**src/hdl/timer16_regs.vh**
```
`ifndef TIMER16_REGS_VH
`define TIMER16_REGS_VH

// Register addresses in the CPU memory map
`define MODE_CTRL_ADDR 16'hFF7E
`define SECOND_CC_ADDR 16'hFF14

// Mode control field positions
`define MODE_HI_BIT 3
`define MODE_LO_BIT 2
`define TOGGLE_SEL_BIT 1
`define OVF_BIT 0

// Reset values
`define MODE_CTRL_RESET 8'h00
`define SECOND_CC_RESET 16'h0000

// Operating modes
`define MODE_STOP 2'h0
`define MODE_FREE 2'h1
`define MODE_CLR_EDGE 2'h2
`define MODE_CLR_MATCH 2'h3

// Edge select codes
`define EDGE_FALL 2'h0
`define EDGE_RISE 2'h1
`define EDGE_NONE 2'h2
`define EDGE_BOTH 2'h3

`endif

```
**src/hdl/pin_edge_detect.v**
```verilog
`include "timer16_regs.vh"
`default_nettype none

module pin_edge_detect (
  input wire sys_clk,
  input wire rstn,
  input wire pin,
  input wire [1:0] edge_sel,
  output reg valid_edge
);

  reg meta_q;
  reg sync_q;
  reg last_q;
  reg [2:0] prime_q;

  // Edges are masked until the pipe holds real pin samples, so a pin
  // idling high gives no false edge after reset
  always @(posedge sys_clk or negedge rstn) begin
    if (!rstn) begin
      meta_q <= 1'b0;
      sync_q <= 1'b0;
      last_q <= 1'b0;
      prime_q <= 3'h0;
    end else begin
      meta_q <= pin;
      sync_q <= meta_q;
      last_q <= sync_q;
      prime_q <= {prime_q[1:0], 1'b1};
    end
  end

  // Pattern 10 is prohibited; treated as no edge
  always @* begin
    case (edge_sel)
      `EDGE_FALL: valid_edge = last_q & ~sync_q;
      `EDGE_RISE: valid_edge = ~last_q & sync_q;
      `EDGE_BOTH: valid_edge = last_q ^ sync_q;
      default: valid_edge = 1'b0;
    endcase
    if (!prime_q[2]) begin
      valid_edge = 1'b0;
    end
  end

endmodule // pin_edge_detect

`default_nettype wire

```
**src/hdl/timer16_cc1_and_mode_control.v**
```verilog
// Summary of operation
// - Second register role set by the second_reg_mode_select input
// - Select 0 compare, 1 capture
// - Reset clears second register to zero
// - Compare continuously, irq on equality, hold value
// - Capture on selected input edge, 00/01/11
// - Zero compare fires after overflow or clear
// - Read/capture clash may return undefined data
// - Second register writable while counting
// - Mode register resets zero, byte/bit writable
// - Nonzero mode bits start, zero stops
// - Mode bits: stop, free, clear-edge, clear-match
// - Toggle select bit adds input edge
// - Match interrupts only while running
// - Bit 0 reads overflow detected
// - Wrap from all ones sets overflow
`include "timer16_regs.vh"
`default_nettype none

module timer16_cc1_and_mode_control #(
  parameter WIDTH = 16
) (
  input wire sys_clk,
  input wire rstn,
  input wire count_tick,
  input wire [15:0] mem_addr,
  input wire mem_wr,
  input wire mem_rd,
  input wire mem_word,
  input wire [15:0] mem_wdata,
  output reg [15:0] mem_rdata,
  input wire second_reg_mode_select,
  input wire input_edge_sel_hi,
  input wire input_edge_sel_lo,
  input wire [WIDTH-1:0] first_capture_compare,
  input wire one_shot_trigger,
  input wire first_timer_input,
  output reg [WIDTH-1:0] timer_count,
  output reg second_match_irq,
  output reg first_match_irq,
  output reg output_toggle_req,
  output wire overflow_flag
);

  reg [7:0] mode_q;
  reg [7:0] mode_d;
  reg [WIDTH-1:0] second_cc_q;
  reg [WIDTH-1:0] second_cc_d;
  reg edge_pend_q;
  reg [15:0] rdata_d;
  wire valid_edge;
  wire [1:0] mode;
  wire running;
  wire capture_mode;
  wire wr_mode;
  wire wr_cc;
  wire at_max;
  wire match0;
  wire match1;
  wire clr_now;
  wire edge_evt;
  wire ovf_set;
  wire capture_load;
  wire second_hit;
  wire first_hit;
  wire toggle_hit;

  // Address decode shared by the write and read paths
  function is_mode_addr(input [15:0] addr);
    is_mode_addr = (addr == `MODE_CTRL_ADDR);
  endfunction

  function is_cc_addr(input [15:0] addr);
    is_cc_addr = (addr == `SECOND_CC_ADDR);
  endfunction

  pin_edge_detect u_edge (
    .sys_clk(sys_clk),
    .rstn(rstn),
    .pin(first_timer_input),
    .edge_sel({input_edge_sel_hi, input_edge_sel_lo}),
    .valid_edge(valid_edge)
  );

  assign mode = {mode_q[`MODE_HI_BIT], mode_q[`MODE_LO_BIT]};
  assign running = (mode != `MODE_STOP);
  assign capture_mode = second_reg_mode_select;
  assign wr_mode = mem_wr && is_mode_addr(mem_addr);

  // Byte writes to the word register are dropped
  assign wr_cc = mem_wr && mem_word && is_cc_addr(mem_addr);

  assign at_max = (timer_count == {WIDTH{1'b1}});
  assign match0 = (timer_count == first_capture_compare);
  assign match1 = (timer_count == second_cc_q) && !capture_mode;
  assign edge_evt = edge_pend_q | valid_edge;
  assign overflow_flag = mode_q[`OVF_BIT];

  // Any running tick at all ones counts as a wrap, whether the counter increments or clears
  assign ovf_set = running && count_tick && at_max;

  // A capture racing a stop write may store a stale count
  assign capture_load = capture_mode && running && valid_edge;

  // Clear decided at the tick so edges between ticks are not lost
  assign clr_now = one_shot_trigger
                 || ((mode == `MODE_CLR_EDGE) && edge_evt)
                 || ((mode == `MODE_CLR_MATCH) && match0);

  always @(posedge sys_clk or negedge rstn) begin
    if (!rstn) begin
      edge_pend_q <= 1'b0;
    end else if (!running || count_tick) begin
      edge_pend_q <= 1'b0;
    end else if (valid_edge) begin
      edge_pend_q <= 1'b1;
    end
  end

  always @(posedge sys_clk or negedge rstn) begin
    if (!rstn) begin
      timer_count <= {WIDTH{1'b0}};
    end else if (!running) begin
      timer_count <= {WIDTH{1'b0}};
    end else if (count_tick) begin
      if (clr_now) begin
        timer_count <= {WIDTH{1'b0}};
      end else begin
        timer_count <= timer_count + {{(WIDTH-1){1'b0}}, 1'b1};
      end
    end
  end

  // Compare events are sampled on the tick, one per counter value; after a
  // clear or wrap the counter sits at zero, so a zero compare fires then
  assign second_hit = running && count_tick && match1;
  assign first_hit = running && count_tick && match0;
  assign toggle_hit = running && ((count_tick && (match0 || match1))
                    || (mode_q[`TOGGLE_SEL_BIT] && valid_edge));

  always @(posedge sys_clk or negedge rstn) begin
    if (!rstn) begin
      second_match_irq <= 1'b0;
      first_match_irq <= 1'b0;
      output_toggle_req <= 1'b0;
    end else begin
      second_match_irq <= second_hit;
      first_match_irq <= first_hit;
      output_toggle_req <= toggle_hit;
    end
  end

  // Capture has priority over a coinciding software write
  always @* begin
    second_cc_d = second_cc_q;
    if (capture_load) begin
      second_cc_d = timer_count;
    end else if (wr_cc) begin
      second_cc_d = mem_wdata[WIDTH-1:0];
    end
  end

  always @(posedge sys_clk or negedge rstn) begin
    if (!rstn) begin
      second_cc_q <= `SECOND_CC_RESET;
    end else begin
      second_cc_q <= second_cc_d;
    end
  end

  // Mode bits are written unguarded: stopping first is software's duty
  always @* begin
    mode_d = mode_q;
    if (wr_mode) begin
      mode_d[`MODE_HI_BIT:`TOGGLE_SEL_BIT] = mem_wdata[`MODE_HI_BIT:`TOGGLE_SEL_BIT];
    end
    // Wrap sets the flag and wins over a clearing write
    if (ovf_set) begin
      mode_d[`OVF_BIT] = 1'b1;
    end else if (wr_mode && !mem_wdata[`OVF_BIT]) begin
      mode_d[`OVF_BIT] = 1'b0;
    end
  end

  always @(posedge sys_clk or negedge rstn) begin
    if (!rstn) begin
      mode_q <= `MODE_CTRL_RESET;
    end else begin
      mode_q <= mode_d;
    end
  end

  // Read during a capture returns the pre-capture value
  always @* begin
    rdata_d = 16'h0000;
    if (is_mode_addr(mem_addr)) begin
      rdata_d = {8'h00, mode_q};
    end else if (is_cc_addr(mem_addr)) begin
      rdata_d = second_cc_q;
    end
  end

  // Data holds between reads
  always @(posedge sys_clk or negedge rstn) begin
    if (!rstn) begin
      mem_rdata <= 16'h0000;
    end else if (mem_rd) begin
      mem_rdata <= rdata_d;
    end
  end

endmodule // timer16_cc1_and_mode_control

`default_nettype wire

```
**config.mk**
```make
export PLATFORM = sky130hd
export DESIGN_NAME = timer16_cc1_and_mode_control
export DESIGN_NICKNAME = d
export VERILOG_FILES = /design/src/hdl/pin_edge_detect.v /design/src/hdl/timer16_cc1_and_mode_control.v
export VERILOG_INCLUDE_DIRS = /design/src /design/src/hdl
export SDC_FILE = /design/constraint.sdc
export NUM_CORES = 1
export LEC_CHECK = 0
export BUFFER_PORTS_ARGS = -buffer_cell sky130_fd_sc_hd__buf_2
export CAP_MARGIN = 30
export CORE_MARGIN = 8
export CORE_UTILIZATION = 40
export CTS_BUF_LIST = sky130_fd_sc_hd__clkbuf_16
export CTS_CLUSTER_SIZE = 8
export DETAILED_ROUTE_END_ITERATION = 8
export HOLD_SLACK_MARGIN = 0.08
export SLEW_MARGIN = 30
export SYNTH_ARGS = -nofsm -noshare
export SYNTH_HDL_FRONTEND = slang
export SYNTH_HIERARCHICAL = 1
export SYNTH_SLANG_ARGS = --single-unit
```
**constraint.sdc**
```tcl
create_clock -name sys_clk -period 2.2 [get_ports sys_clk]
set_input_delay 0.11 -clock sys_clk [delete_from_list [all_inputs] [get_ports sys_clk]]
set_output_delay 0.11 -clock sys_clk [all_outputs]
set_load 0.02 [all_outputs]
```
---- Word-level counts from Yosys, hierarchy flattened ----
Cells that the tools add are included.
word-level totals
  register bits ........................... 62
  input port bits ......................... 59
  output and inout bits ................... 36
cells by class
  $add $sub $neg .......................... 1
  equal/unequal tests ..................... 10
  multiplexer cells ....................... 13
  bitwise gates (word level) .............. 6
  reduce and logical (&&, ||, !) cells .... 29
operators by type and width
  operator                                        number
  2-to-1 mux 16 bit                               7
  == test 16 bit (second input constant)          3
  == test 16 bit                                  2
  adder 16 x 1 -> 16 bit (second input constant)  1
  logical AND 1 bit                               16
  nonzero test 2 bit                              4
  == test 2 bit (second input constant)           3
  logical OR 1 bit                                5
  2-to-1 mux 1 bit                                5
  zero test 1 bit                                 3
  case mux 1 bit (3 select lines)                 1
  bitwise AND 1 bit                               2
  == test 2 x 1 -> 1 bit (second input constant)  1
  zero test 2 bit                                 1
  inequality test 2 bit (second input constant)   1
  NOT 1 bit                                       2
  bitwise OR 1 bit                                1
  bitwise XOR 1 bit                               1

---- Depth between registers and ports, before layout ----
  word-level depth ........................ 11
  mapped depth ............................ 10
  gate-level depth less buffers ........... 9

---- By module ----
The synthesis kept the hierarchy.
modules (own cells, without submodules)
  module                        instances  cells an instance  area an instance (µm²)  sequential area each (µm²)
  timer16_cc1_and_mode_control  1          349                3248.1                  1401.3
  pin_edge_detect               1          15                 216.5                   150.1

---- Least setup slack after synthesis ----
Ideal clock, no wire load.
  path type ............................... reg-to-reg
  from .................................... reg u_edge.sync_q
  to ...................................... reg timer_count[4]
  setup time .............................. 0.067 ns
  arrival ................................. 1.942 ns
  data required time ...................... 2.133 ns
  path slack .............................. 0.191 ns
  stages on the path, launching flop included .. 11
  buffers on the path ..................... 1
  clock period less this slack ............ 2.009 ns
  cell sequence ........................... dfrtp_1 -> inv_1 -> ha_1 -> nand4b_1 -> o21ai_1 -> nor2_1 -> a21oi_1 -> nor3_1 -> buf_2 -> o221ai_1 -> nand2_1
between the ends
  word-level cells in the longest chain between the ends .. 11
ends and longest elaborated chain
  element                              line                                RTL
  start: declaration                   pin_edge_detect.v:13                reg sync_q;
  start signal: assignment             pin_edge_detect.v:27                sync_q <= meta_q;
  NOT 1 bit                            pin_edge_detect.v:36                `EDGE_FALL: valid_edge = last_q & ~sync_q;
  bitwise AND 1 bit                    pin_edge_detect.v:36
  case mux 1 bit (3 select lines) (*)  pin_edge_detect.v:35                case (edge_sel)
  2-to-1 mux 1 bit (*)                 pin_edge_detect.v:41                if (!prime_q[2]) begin
  named net valid_edge                 timer16_cc1_and_mode_control.v:51   wire valid_edge;
  bitwise OR 1 bit (*)                 timer16_cc1_and_mode_control.v:96   assign edge_evt = edge_pend_q | valid_edge;
  logical AND 1 bit (*)                timer16_cc1_and_mode_control.v:107  || ((mode == `MODE_CLR_EDGE) && edge_evt)
  logical OR 1 bit (*) (2 in series)   timer16_cc1_and_mode_control.v:106  assign clr_now = one_shot_trigger
  2-to-1 mux 16 bit (*)                timer16_cc1_and_mode_control.v:126  if (clr_now) begin
  2-to-1 mux 16 bit (*)                timer16_cc1_and_mode_control.v:125  end else if (count_tick) begin
  2-to-1 mux 16 bit (*)                timer16_cc1_and_mode_control.v:123  end else if (!running) begin
  end signal: assignment               timer16_cc1_and_mode_control.v:122  timer_count <= {WIDTH{1'b0}};
  end signal: assignment               timer16_cc1_and_mode_control.v:124  timer_count <= {WIDTH{1'b0}};
  end signal: assignment               timer16_cc1_and_mode_control.v:127  timer_count <= {WIDTH{1'b0}};
  end: declaration                     timer16_cc1_and_mode_control.v:38   output reg [WIDTH-1:0] timer_count,
Mark *: on every way through the listed nets, which the timed path passes. The rest lies on a longest branch. The select of a mux whose other input is x is not followed.
A chain may end at the register's enable or synchronous reset.

---- Final worst setup path ----
  from .................................... reg u_edge.sync_q
  to ...................................... reg timer_count[11]
Same word-level chain as after synthesis.

==> results.toml <==
[routing]
dr.pass1.iters = 4
drcViolationCount = 0
drtIter0Drc = 87
drtAntennaViolNets = 0
wl_mm = 10.3
num_vias = 3158
detail_route.vias_per_cell = 5.24
wl_per_cell_um = 17.0

[sta]
rsz0062_at_grt = "no"
setup_slack_ns = 0.172
slew_headroom_pct = 49.0
fin_hold_ws_ns = 0.0935
drv_slew = 0
skew_ns = 0.00574
worstMarginPinSlew_ns = 0.763
final.setup.tns_ns = 0
setup_violations = 0
fmax_mhz = 493
period_needed_ns = 2.03
post-route-period-util_pct = 92.2
final_hold_viol_count = 0

[cells_and_area]
drive_above_1_share_pct = 33.1
fillers = 809
fin_area_um2 = 4670
fin_nets = 552
syn2layout_area_growth_pct = 34.8
n_antenna_cell = 0
fin_cells = 603
multi_input_area_um2 = 1720
finish.utilization_pct = 54.6
seqCellArea_um2 = 1550

[floorplan]
num_rows = 34
die_area_um2 = 11900
die_h_um = 109
ios = 95
coreArea_um2 = 8550
die_w_um = 109
initial_core_util_pct = 40.5

[clocking]
cts_sinks = 62
clk_latency_ns = 0.32
cts_tree = "done"
cts_root_buffer = "clkbuf_16"
clk_path_buf_depth = 2
htreeDepth = 3
path_clk_slew_ns = 0.05
numCtsBuffers = 9

[placed_design]
place_area_um2 = 4110
dp_hpwl_mm = 7.47
post-place-ws_ns = 0.00670
port_buffers = 94
gp_congestion = 0.832
placed_cells = 562

[power]
p_leak_nw = 2.39
p_per_area_nw_per_um2 = 601
max-vdd-ir-drop_mv = 0.471
power_mw = 2.81

[worst_setup_path]
reg2reg_from = "u_edge/sync_q$_DFF_PN0_"
rr_worst_depth = 10
cp_num_buf_inv = 2
cpPeakStageDelay_ns = 0.38
path_cells = "inv_1 -> ha_1 -> nand4b_1 -> o21ai_1 -> nor2_1 -> a21oi_1 -> nor3_4 -> buf_4 -> o221ai_2 -> nand2_1"
cp_num_cells = 10
critical-path-top-delay-family = "simple AND/OR/NAND/NOR gates"
arrival_ns = 2.29
timing.rr.end = "timer_count[11]$_DFFE_PN0N_"
end_kind = "flop"
path_max_fanout = 9
slowest_stage = "nor3_4"
r2r_slack_ns = 0.17
cp_data_required_time_ns = 2.46
start_kind = "flop"
critPathKind = "reg -> reg"

[hold_path]
hold_path.class = "in -> reg"
min_to = "mode_q[0]$_DFFE_PN0P_"
hold_depth = 3
min_from = "mem_wdata[0]"

[synth]
synth_edf_count = 0
ys_seq_area_share_pct = 44.8
ys_async_sr_fraction_pct = 100
synth_top_flop_cell = "dfrtp_1"
yosys.cell_types.count = 49
avgSynthCellArea_um2 = 9.52
syn_nets = 426
yosysMostFrequentCell = "dfrtp_1"
yosys_register_bits = 62
syn_inst = 364
synth_top_cell_area_share_pct = 44.8
synth_warnings = 6
synth_common_cells = "dfrtp_1 (62), nor2_1 (42), nand2_1 (38), xor2_1 (22)"
synth_largest_area_cell = "dfrtp_1"
ys_top_cells_by_area = "dfrtp_1 (45%), xor2_1 (5.6%), nor2_1 (4.6%)"
synth_area_um2 = 3460

[global_routing]
grt_pass1_vias = 3329
gr-usage-all-layers_pct = 17.6
antenna_found_initial = 0
overflow = 0
grt_pass1_wl_mm = 16.4
grt_max_degree = 35

[outcome]
outcome = "finished clean"

[job]
max-cap-violations = 0
==> worst max-delay path by stage <==
stage | startpoint | end | slack [ns]
2_1_floorplan | u_edge/sync_q$_DFF_PN0_ | timer_count[4]$_DFFE_PN0N_ | 0.19
3_3_place_gp | timer_count[0]$_DFFE_PN0N_ | timer_count[13]$_DFFE_PN0N_ | 0.03
3_5_place_dp | u_edge/sync_q$_DFF_PN0_ | timer_count[11]$_DFFE_PN0N_ | 0.007
4_1_cts | timer_count[1]$_DFFE_PN0N_ | timer_count[15]$_DFFE_PN0N_ | 0.02
5_1_grt | u_edge/sync_q$_DFF_PN0_ | timer_count[6]$_DFFE_PN0N_ | 0.03
6_report | u_edge/sync_q$_DFF_PN0_ | timer_count[11]$_DFFE_PN0N_ | 0.17
==> layout make-up <==
class                           count  area share [%]
Clock buffer                        9            4.82
Clock inverter                      7            1.74
Inverter                           16            1.29
Multi-Input combinational cell    259            36.8
Sequential cell                    62            33.2
Tap cell                          108            2.89
Timing Repair Buffer              142            19.3
==> where the power goes <==
part           internal (mW)  leakage (nW)  switching, mW
sequential              1.15         0.847        0.00511
clock                  0.975         0.159          0.498
combinational         0.0864          1.38         0.0915
==> routing by layer <==
layer  vias to the layer above  part of all wire [%]  track usage [%]
li1                       1538                     -                -
met1                      1503                    42             21.4
met2                       102                    49             29.8
met3                        15                   7.2             3.49
met4                         0                   1.9             6.94
met5                         -                     0                0
==> worst reg2reg max path, cell delays in order, from the launching register on <==
cell and delay, ns:
dfrtp_1 0.36, inv_1 0.05, ha_1 0.26, nand4b_1 0.09, o21ai_1 0.08, nor2_1 0.14
a21oi_1 0.12, nor3_4 0.38, buf_4 0.27, o221ai_2 0.10, nand2_1 0.10
==> state kept, by name (all words and copies together) (netlist names) <==
register and count:
mode_q 4, u_edge/meta_q 1, output_toggle_req 1, first_match_irq 1
mem_rdata 16, edge_pend_q 1, u_edge/prime_q 3, timer_count 16
u_edge/sync_q 1, second_cc_q 16, second_match_irq 1, u_edge/last_q 1
==> layout by cell type, fill, tap and decap left out, types with 2 or more instances in the layout <==
cell and instances:
ha_1 3, o21a_1 2, nand2_1 38, xnor2_1 10, and4b_1 2, clkinv_2 2, o22ai_1 12, o221ai_1 3
nor3_1 4, o211ai_1 4, buf_4 28, or2_2 2, xor2_1 22, nor4_4 2, nor4_2 2, nor4_1 7
o31a_1 3, clkbuf_16 9, a21oi_1 9, buf_12 2, a22oi_1 4, o21ai_1 4, o21ai_0 14, and4_1 4
mux2i_1 5, dfrtp_1 62, mux2_2 3, inv_1 18, buf_2 94, and2_1 5, dlygate4sd3_1 18, nor2b_1 4
o221ai_2 9, bufinv_16 2, nand3_1 16, nor2_1 41, nand4_1 10
==> logic make-up (layout without fill, tap and decap cells) <==
kind of cell / Yosys count / after routing / share of synthesized area [%]
AO/OA/AOI/OAI: 68 / 68 / 14.8
XOR/XNOR: 32 / 32 / 8.09
adder cells (fa/ha/maj): 3 / 3 / 1.08
buffers and inverters: 43 / 174 / 6.07
flip-flops: 62 / 62 / 44.8
multiplexers: 8 / 8 / 2.42
other: 1 / 1 / 0.108
AND/OR/NAND/NOR: 147 / 147 / 22.6
==> repair_timing <==
| action | in CTS | in global routing |
|---|---|---|
| pin swaps | 0 | 2 |
| hold endpoints to repair | 45 | 0 |
| setup endpoints to repair | 6 | 15 |
| hold buffers | 18 | 0 |
| resized for setup | 1 | 0 |
| buffers inserted | 0 | 7 |
| gates cloned | 0 | 0 |
(Power assumes the default switching activity.)
